[config.mk]
export PLATFORM = sky130hd
export DESIGN_NAME = terminal_call_handshake
export DESIGN_NICKNAME = d
export VERILOG_FILES = /design/src/verilog/byte_fifo.v /design/src/verilog/terminal_call_handshake.v
export VERILOG_INCLUDE_DIRS = /design/src /design/src/verilog
export SDC_FILE = /design/constraint.sdc
export NUM_CORES = 1
export LEC_CHECK = 0
export CORE_ASPECT_RATIO = 1.5
export CORE_MARGIN = 5
export CORE_UTILIZATION = 50
export CTS_BUF_LIST = sky130_fd_sc_hd__clkbuf_4
export DETAILED_ROUTE_END_ITERATION = 16
export DONT_BUFFER_PORTS = 1
export PLACE_DENSITY = 0.68
export SLEW_MARGIN = 20
export SYNTH_ARGS = -nofsm -noshare
export SYNTH_HDL_FRONTEND = slang
export SYNTH_HIERARCHICAL = 1
export SYNTH_SLANG_ARGS = --single-unit
[constraint.sdc]
create_clock -name clock -period 3.1 [get_ports clock]
set_input_delay 0.31 -clock clock [delete_from_list [all_inputs] [get_ports clock]]
set_output_delay 0.31 -clock clock [all_outputs]
set_load 0.01 [all_outputs]
[src/verilog/call_ctl_defines.vh]
// Purpose: constants for the terminal call handshake block
// Assumes: 100 MHz core clock
// Notes: times kept in their own unit, cycle counts derived
`ifndef CALL_CTL_DEFINES_VH
`define CALL_CTL_DEFINES_VH
`define CLK_HZ 100000000
`define DROP_MS 200
`define DTR_OFF_MS 100
`define RETRY_S 40
`define MS_TICKS (`CLK_HZ / 1000)
`define CHR_CR 8'h0d
`define CHR_LF 8'h0a
`define CHR_CTLZ 8'h1a
`define CHR_COLON 8'h3a
`define CHR_QMARK 8'h3f
`define MODE_TERM 4'hc
`define MODE_HOTLINE 4'hd
`define MODE_FORCED 4'he
`define MODE_VLL 4'hf
`define BAUD_MIN 110
`define BAUD_MAX 19200
`define SHORT_BREAKS 2'h3
`endif

[src/verilog/byte_fifo.v]
// Purpose: small synchronous fifo for the echo/prompt path
// Assumes: single clock
// Notes: depth must be a power of two
`timescale 1ns/1ps
`default_nettype none
module byte_fifo #(
  parameter WIDTH = 8,
  parameter DEPTH = 8,
  parameter AW = 3
) (
  input wire clock,
  input wire rstn,
  input wire in_valid,
  output wire in_ready,
  input wire [WIDTH-1:0] in_data,
  output wire out_valid,
  input wire out_ready,
  output wire [WIDTH-1:0] out_data
);
  reg [WIDTH-1:0] mem [0:DEPTH-1];
  reg [AW:0] wr_ptr;
  reg [AW:0] rd_ptr;
  wire full = (wr_ptr[AW] != rd_ptr[AW]) && (wr_ptr[AW-1:0] == rd_ptr[AW-1:0]);
  wire empty = (wr_ptr == rd_ptr);
  assign in_ready = !full;
  assign out_valid = !empty;
  assign out_data = mem[rd_ptr[AW-1:0]];
  always @(posedge clock) begin
    if (in_valid && !full)
      mem[wr_ptr[AW-1:0]] <= in_data;
  end
  always @(posedge clock or negedge rstn) begin
    if (!rstn) begin
      wr_ptr <= {(AW+1){1'b0}};
      rd_ptr <= {(AW+1){1'b0}};
    end else begin
      if (in_valid && !full)
        wr_ptr <= wr_ptr + 1'b1;
      if (out_ready && !empty)
        rd_ptr <= rd_ptr + 1'b1;
    end
  end
endmodule // byte_fifo
`default_nettype wire

[src/verilog/terminal_call_handshake.v]
// Purpose: terminal-facing call control for a data port adapter
// Assumes: rx bytes/breaks arrive decoded, synchronous to clock
// Notes: prompt text supplied by call processing as a byte stream
//
// Overview of operation
// local data_module release drops dsr, dcd, cts for 0.2 s then restores.
// long break or three short breaks cause the same 0.2 s drop.
// in virtual leased line mode dtr assertion starts a hotline call.
// busy or unanswered hotline call retried every 40 s while dtr holds.
// virtual leased line teardown identical to terminal access mode.
// dtr low for at least 100 ms is a disconnect with 0.2 s drop.
// autobaud covers 110 to 19200 bits per second.
// during rate detection only carriage return counts, nothing echoed.
// commands ignored until configuration download has completed.
// as dce, terminal asserts dtr first unless forced dtr mode.
// as dte, ring indicator cycles configured times before dialogue.
// dialogue phase echoes every received user character.
// connected call passes data transparently, no local echo.
// host modes 12 to 15 suppress dialogue echo.
// call processing prompts are forced to upper case.
// every prompt preceded by carriage return and line feed.
// input prompts end with a colon.
// yes/no prompts end with question mark and reply list.
// control-z in dialogue abandons the call setup at once.
// drop and retry intervals timed from a prescaled core clock.
`timescale 1ns/1ps
`default_nettype none
`include "call_ctl_defines.vh"
module terminal_call_handshake #(
  parameter PRESCALE = `MS_TICKS,
  parameter DROP_MS = `DROP_MS,
  parameter DTR_OFF_MS = `DTR_OFF_MS,
  parameter RETRY_MS = `RETRY_S * 1000,
  parameter FIFO_DEPTH = 8
) (
  input wire clock,
  input wire rstn,
  input wire [3:0] mode,
  input wire dce_mode,
  input wire config_done,
  input wire ring_done,
  input wire dtr,
  input wire rx_valid,
  input wire [7:0] rx_data,
  input wire rx_long_break,
  input wire rx_short_break,
  input wire rate_locked,
  input wire local_release,
  input wire call_answered,
  input wire call_failed,
  input wire prompt_valid,
  output wire prompt_ready,
  input wire [7:0] prompt_data,
  input wire prompt_last,
  input wire prompt_cp,
  input wire [1:0] prompt_kind,
  output reg dsr,
  output reg dcd,
  output reg cts,
  output reg autobaud_active,
  output reg dialogue,
  output reg connected,
  output reg call_request,
  output reg call_abandon,
  output reg cmd_valid,
  output reg [7:0] cmd_data,
  output reg data_valid,
  output reg [7:0] data_out,
  output wire tx_valid,
  input wire tx_ready,
  output wire [7:0] tx_data
);
  // ----------------------------------------
  // states
  // ----------------------------------------
  localparam ST_IDLE = 3'h0;
  localparam ST_BAUD = 3'h1;
  localparam ST_DIAL = 3'h2;
  localparam ST_CALL = 3'h3;
  localparam ST_CONN = 3'h4;
  localparam ST_WAIT = 3'h5;
  localparam ST_DROP = 3'h6;
  localparam PK_PLAIN = 2'h0;
  localparam PK_INPUT = 2'h1;
  localparam PK_YESNO = 2'h2;
  reg [2:0] state;
  reg [2:0] next_state;
  // ----------------------------------------
  // millisecond prescaler
  // ----------------------------------------
  reg [31:0] pre_cnt;
  wire ms_tick = (pre_cnt == PRESCALE - 1);
  always @(posedge clock or negedge rstn) begin
    if (!rstn)
      pre_cnt <= 32'h0;
    else if (ms_tick)
      pre_cnt <= 32'h0;
    else
      pre_cnt <= pre_cnt + 32'h1;
  end
  // ----------------------------------------
  // qualifiers
  // ----------------------------------------
  wire vll = (mode == `MODE_VLL);
  wire host = (mode >= `MODE_TERM);
  wire dtr_eff = dtr || (mode == `MODE_FORCED) || !dce_mode;
  wire ready_eff = config_done && (dce_mode ? dtr_eff : ring_done);
  reg [15:0] dtr_off_ms;
  reg [1:0] short_cnt;
  reg dtr_q;
  wire dtr_rise = dtr && !dtr_q;
  wire dtr_disc = ms_tick && !dtr_eff && (dtr_off_ms == DTR_OFF_MS - 1);
  wire brk_disc = rx_long_break || (rx_short_break && short_cnt == `SHORT_BREAKS - 2'h1);
  wire in_call = (state == ST_DIAL) || (state == ST_CALL) || (state == ST_CONN)
    || (state == ST_WAIT);
  // local release, breaks and dtr loss share one teardown for every mode
  wire disc = in_call && (local_release || brk_disc || dtr_disc); // see R1 see R2
  wire is_ctlz = rx_valid && rx_data == `CHR_CTLZ;
  always @(posedge clock or negedge rstn) begin
    if (!rstn) begin
      dtr_q <= 1'b0;
      dtr_off_ms <= 16'h0;
      short_cnt <= 2'h0;
    end else begin
      dtr_q <= dtr;
      if (dtr_eff)
        dtr_off_ms <= 16'h0;
      else if (ms_tick && dtr_off_ms != DTR_OFF_MS)
        dtr_off_ms <= dtr_off_ms + 16'h1;
      if (disc || !in_call)
        short_cnt <= 2'h0;
      else if (rx_short_break)
        short_cnt <= short_cnt + 2'h1;
    end
  end
  // ----------------------------------------
  // interval timer: drop and retry
  // ----------------------------------------
  reg [31:0] tmr;
  // one extra tick: the first tick may come early, the drop must never fall short
  wire drop_end = (state == ST_DROP) && ms_tick && (tmr == DROP_MS);
  wire retry_end = (state == ST_WAIT) && ms_tick && (tmr == RETRY_MS - 1);
  always @(posedge clock or negedge rstn) begin
    if (!rstn)
      tmr <= 32'h0;
    else if (state != next_state)
      tmr <= 32'h0;
    else if (ms_tick)
      tmr <= tmr + 32'h1;
  end
  // ----------------------------------------
  // call state machine
  // ----------------------------------------
  always @* begin
    next_state = state;
    case (state)
      ST_IDLE: begin
        if (vll && dtr_rise && config_done)
          next_state = ST_CALL;
        else if (!vll && ready_eff)
          next_state = ST_BAUD;
      end
      ST_BAUD: begin
        // autobaud engine locks 110..19200 on the cr
        if (!ready_eff)
          next_state = ST_IDLE;
        else if (rx_valid && rx_data == `CHR_CR && rate_locked)
          next_state = ST_DIAL;
      end
      ST_DIAL: begin
        if (is_ctlz)
          next_state = ST_BAUD;
        else if (call_answered)
          next_state = ST_CONN;
      end
      ST_CALL: begin
        if (call_answered)
          next_state = ST_CONN;
        else if (call_failed)
          next_state = vll ? ST_WAIT : ST_IDLE;
      end
      ST_WAIT: begin
        if (!dtr)
          next_state = ST_IDLE;
        else if (retry_end)
          next_state = ST_CALL;
      end
      ST_CONN: next_state = ST_CONN;
      ST_DROP: begin
        if (drop_end)
          next_state = ST_IDLE;
      end
      default: next_state = ST_IDLE;
    endcase
    if (disc)
      next_state = ST_DROP;
  end
  always @(posedge clock or negedge rstn) begin
    if (!rstn)
      state <= ST_IDLE;
    else
      state <= next_state;
  end
  // ----------------------------------------
  // control lines and status
  // ----------------------------------------
  always @(posedge clock or negedge rstn) begin
    if (!rstn) begin
      dsr <= 1'b0;
      dcd <= 1'b0;
      cts <= 1'b0;
      autobaud_active <= 1'b0;
      dialogue <= 1'b0;
      connected <= 1'b0;
      call_request <= 1'b0;
      call_abandon <= 1'b0;
    end else begin
      dsr <= next_state != ST_DROP; // see R1 see R2
      dcd <= next_state != ST_DROP;
      cts <= next_state != ST_DROP;
      autobaud_active <= next_state == ST_BAUD;
      dialogue <= next_state == ST_DIAL;
      connected <= next_state == ST_CONN;
      call_request <= (next_state == ST_CALL) && (state != ST_CALL); // see R3
      call_abandon <= (state == ST_DIAL) && is_ctlz;
    end
  end
  // ----------------------------------------
  // receive path: commands, data, echo
  // ----------------------------------------
  wire dial_rx = (state == ST_DIAL) && rx_valid && !is_ctlz;
  wire want_echo = dial_rx && !host; // see R12
  always @(posedge clock or negedge rstn) begin
    if (!rstn) begin
      cmd_valid <= 1'b0;
      cmd_data <= 8'h0;
      data_valid <= 1'b0;
      data_out <= 8'h0;
    end else begin
      cmd_valid <= dial_rx && config_done;
      data_valid <= (state == ST_CONN) && rx_valid;
      if (rx_valid) begin
        cmd_data <= rx_data;
        data_out <= rx_data;
      end
    end
  end
  // ----------------------------------------
  // prompt framing into the tx fifo
  // ----------------------------------------
  reg [1:0] pf_phase; // 0 text, 1 lf pending, 2 unused, 3 tail
  reg pf_open;
  reg [1:0] tail_cnt;
  reg [7:0] fin;
  reg fin_valid;
  wire fin_ready;
  wire [7:0] up = (prompt_cp && prompt_data >= 8'h61 && prompt_data <= 8'h7a)
    ? prompt_data - 8'h20 : prompt_data;
  // echo has priority; prompts wait a cycle when a char arrives
  assign prompt_ready = pf_open && pf_phase == 2'h0 && !want_echo && fin_ready;
  always @* begin
    fin_valid = 1'b0;
    fin = rx_data;
    if (want_echo) begin
      fin_valid = 1'b1;
    end else if (prompt_valid && !pf_open) begin
      fin_valid = 1'b1;
      fin = `CHR_CR;
    end else if (pf_open && pf_phase == 2'h1) begin
      fin_valid = 1'b1;
      fin = `CHR_LF;
    end else if (pf_open && pf_phase == 2'h0 && prompt_valid) begin
      fin_valid = 1'b1;
      fin = up;
    end else if (pf_open && pf_phase == 2'h3) begin
      fin_valid = 1'b1;
      fin = (prompt_kind == PK_INPUT) ? `CHR_COLON : `CHR_QMARK; // see R17
    end
  end
  // yes/no: question mark inserted, then the reply list text follows
  always @(posedge clock or negedge rstn) begin
    if (!rstn) begin
      pf_open <= 1'b0;
      pf_phase <= 2'h0;
      tail_cnt <= 2'h0;
    end else if (!want_echo && fin_ready) begin
      if (prompt_valid && !pf_open) begin
        pf_open <= 1'b1;
        pf_phase <= 2'h1;
      end else if (pf_open && pf_phase == 2'h1) begin
        pf_phase <= 2'h0;
      end else if (pf_open && pf_phase == 2'h0 && prompt_valid) begin
        // reply list segment closes the yes/no prompt without a second mark
        if (prompt_last && prompt_kind != PK_PLAIN && tail_cnt == 2'h0)
          pf_phase <= 2'h3;
        else if (prompt_last) begin
          pf_open <= 1'b0;
          tail_cnt <= 2'h0;
        end
      end else if (pf_open && pf_phase == 2'h3) begin
        if (prompt_kind == PK_YESNO && tail_cnt == 2'h0) begin
          tail_cnt <= 2'h1;
          pf_phase <= 2'h0;
        end else begin
          tail_cnt <= 2'h0;
          pf_open <= 1'b0;
          pf_phase <= 2'h0;
        end
      end
    end
  end
  byte_fifo #(
    .WIDTH(8),
    .DEPTH(FIFO_DEPTH),
    .AW(3)
  ) u_tx_fifo (
    .clock(clock),
    .rstn(rstn),
    .in_valid(fin_valid),
    .in_ready(fin_ready),
    .in_data(fin),
    .out_valid(tx_valid),
    .out_ready(tx_ready),
    .out_data(tx_data)
  );
endmodule // terminal_call_handshake
`default_nettype wire
==> implementation parameters <==
Parameter                              Value

Run status
  Status ... finished clean

Global route
  Via count of the first global-routing pass ... 6761
  Grt total ovfl ... 0
  Pin count of the biggest net entering global routing ... 115
  Wire length of the first global-routing pass ... 34200 um
  GRT Total Usage ... 20.3%
  Initial antenna violation count ... 1

Critical path
  Kind of start point of the critical path ... flop
  Worst R2R Start ... pre_cnt[0]
  Top fanout value on the critical path ... 11
  Arrival time reported for the critical path endpoint ... 2.53 ns
  Required time of the worst setup path ... 2.79 ns
  Classification of the worst setup path ... flop to output pin
  Kind of end point of the critical path ... output pin
  Critical Path Start ... u_tx_fifo/wr_ptr[2]

Timing
  Final setup TNS ... 0 ns
  Clock tree skew after final layout ... 0.0306 ns
  Final Cycle Share ... 91.7%
  Minimum period implied by the final worst setup slack ... 2.84 ns
  Worst Tran Pin Value ... 0.974 ns
  Fin. Hold Viols ... 0
  Worst-case headroom to the max-slew limit ... 34.8%
  RSZ-0062 raised after global routing ... no
  Fmax ... 0.352 GHz
  Setup violations, final ... 0
  Number of pins with negative max-slew slack in the final report ... 0

Routing
  Vias ... 6345
  WL/cell ... 19.6 um
  Residual DRC count ... 0
  Post-DRT Antenna Nets ... 0
  Detailed-route vias per instance ... 5.91
  Total routed wirelength ... 21100 um
  Total iterations of the first detailed-routing run ... 5
  Count of routing violations after the opening detailed-route iteration ... 436

Pwr
  Power density over the cells ... 707 nW/um2
  Fraction of power consumed by combinational cells ... 37.5%
  Internal power contribution ... 4350 uW
  Standby leakage power ... 0.00390 uW
  Net Sw Frac ... 39.8%
  Proportion of power drawn by flip-flops and latches ... 43.7%
  Relative contribution of the clock network to total power ... 18.8%
  Switching power ... 2880 uW
  VDD IR-drop max ... 482 uV

Clock tree
  Clock tree root buffer cell ... sky130_fd_sc_hd__clkbuf_4
  CTS tree ... built
  Number of buffers between clock root and the deepest sink ... 2
  Clk sink count ... 178
  Number of gates given a new drive strength after cts ... 0
  Clock latency of the later-clocked register in the worst-skew pair ... 0.60 ns
  Clock transition at the register clock pins on the worst setup and hold paths after CTS ... 0.17 ns
  Number of buffers added by the clock tree synthesis step ... 17
  H-tree Lvls ... 4

Layout
  Commonest non-fill, non-tap cell in the layout ... sky130_fd_sc_hd__dfrtp_1
  Leading cell types in the layout, fill and taps excluded ... sky130_fd_sc_hd__dfrtp_1 (114), sky130_fd_sc_hd__edfxtp_1 (64), sky130_fd_sc_hd__nand2_1 (56)
  # nets final ... 855
  Share of cells above drive strength 1 ... 18.2%
  Layout overhead on the synthesized area ... 9.60%
  Fill cells ... 1598
  Final instance area ... 10200 um2

Die
  Number of top-level pins ... 75
  Floorplan core area ... 18500 um2
  Die Ht ... 177 um
  Starting Density ... 50.5%
  Die area ... 21500 um2
  Die boundary width ... 121 um
  Row cnt ... 61

Worst hold path
  Launch instance of the worst min-delay path ... dtr
  Class of the most critical hold timing path ... input port to flop

Placement
  Post-detailed-placement cell area ... 9590 um2
  Half-perimeter wire length after detailed placement ... 14900 um
  Count of buffers from port buffering ... 0
  Final RePlAce weighted congestion ... 0.920

Job
  Maxcap violations ... 0

Synthesis
  Post-Synthesis Cells ... 775
  Nets in the synthesized netlist ... 823
  Top FF cell, synth ... sky130_fd_sc_hd__dfrtp_1
  Async SR Flop Fraction ... 64.0%
  Seq/Total Area, Yosys ... 51.2%
  Per-instance average area after synthesis ... 12.0 um2
  Register bit count reported by yosys ... 178
  Post-synth EDFFs ... 64
  Yosys synthesis warning count ... 6
  Netlist cell types ... 79
  Netlist area before placement ... 9320 um2
[final timing paths]
kind	to	slack (ns)	depth (start not counted)
worst min register to register	pre_cnt[0]	0.49	1
worst max register to register	tmr[15]	0.31	10
min in group asynchronous	pre_cnt[17]	0.28	2
worst max-delay path	prompt_ready	0.26	6
worst min-delay path	state[2]	0.06	3
max in group asynchronous	dtr_off_ms[10]	2.31	2
[layer usage]
layer  global-route usage (%)  vias to the layer above  share of wire (%)
li1                         -                     2923                  -
met1                     22.1                     3195                 38
met2                     37.9                      171                 54
met3                     3.81                       56                4.0
met4                     8.83                        0                3.7
met5                        0                        -                  0
[area by class of cell]
cell class	instances	area (um2)	share of cell area (%)
inverters	24	90.1	0.882
flip-flops and latches	178	4770	46.7
repair buffers	53	510	5.00
well taps	252	315	3.09
diodes	1	2.50	0.0245
multi-input cells	533	4200	41.1
clock inverters	15	194	1.90
clock buffers	17	128	1.25
[flip-flops by register name, summed over array words and instances (netlist names), 2 cells and up]
register,flops
data_out,8
pre_cnt,32
u_tx_fifo/rd_ptr,4
pf_phase,2
state,3
dtr_off_ms,16
tmr,32
u_tx_fifo/mem,64
u_tx_fifo/wr_ptr,4
short_cnt,2
[timing repair]
item,4_1_cts,5_1_grt
endpoints found under the setup margin,1,0
setup buffers,1,0
hold endpoints to repair,134,0
hold buffers,28,0
[cells by family (layout without fill, tap and decap cells)]
family,count (synthesis),in the layout,synth area share (%)
flops,178,178,51.2
compound gates,69,69,5.58
simple gates,333,333,23.1
mux,36,36,6.78
buf+inv,64,109,3.78
other cells,0,1,0
xor+xnor,86,86,8.32
fa+ha+maj,9,9,1.21
[cells in the mapped netlist (all sizes together) (12+ instances only)]
master	number	share of area (%)
dfrtp	114	31
edfxtp	64	21
nand2	56	2.3
nor2	54	2.2
nor4	52	5.8
xnor2	46	4.3
nand3	41	2.3
xor2	40	4.0
buf	28	2.3
inv	24	0.97
nand4	22	1.5
and3	18	1.2
mux2	18	2.5
nor3	18	1.2
a21oi	16	0.86
mux4	16	4.1
nor4b	13	1.8
clkbuf	12	0.52
o21ai	12	0.64
[critical path, cell delays in order, from the launching register on]
cell	delay (ns)
sky130_fd_sc_hd__dfrtp_1	0.62
sky130_fd_sc_hd__xor2_2	0.24
sky130_fd_sc_hd__nor4_4	0.38
sky130_fd_sc_hd__buf_4	0.18
sky130_fd_sc_hd__inv_2	0.04
sky130_fd_sc_hd__and2_0	0.22
sky130_fd_sc_hd__and3_1	0.28
[power groups by stage]
stage / logic (uW) / clock network [uW] / registers, uW
after floorplan: 2180 / 0 / 3070
after global placement: 2580 / 0 / 3180
after detailed placement: 2640 / 0 / 3210
after CTS: 2740 / 1410 / 3160
after global routing: 2940 / 1490 / 3200
final: 2710 / 1360 / 3160
[metrics by stage]
stage                     total power (uW)  setup WS [ns]  std cells  util (%)  hold WS [ns]
after floorplan                       5240          0.294        775         -        0.0144
after global routing                  7630         0.0472       1073      55.3        0.0317
after CTS                             7300          0.230       1072      55.3       0.00375
final                                 7220          0.257       1073      55.3        0.0627
after detailed placement              5850          0.288       1011      51.9        0.0217
after global placement                5750          0.375       1011      51.9        0.0222
No activity file was read; power rests on OpenSTA's default activity.
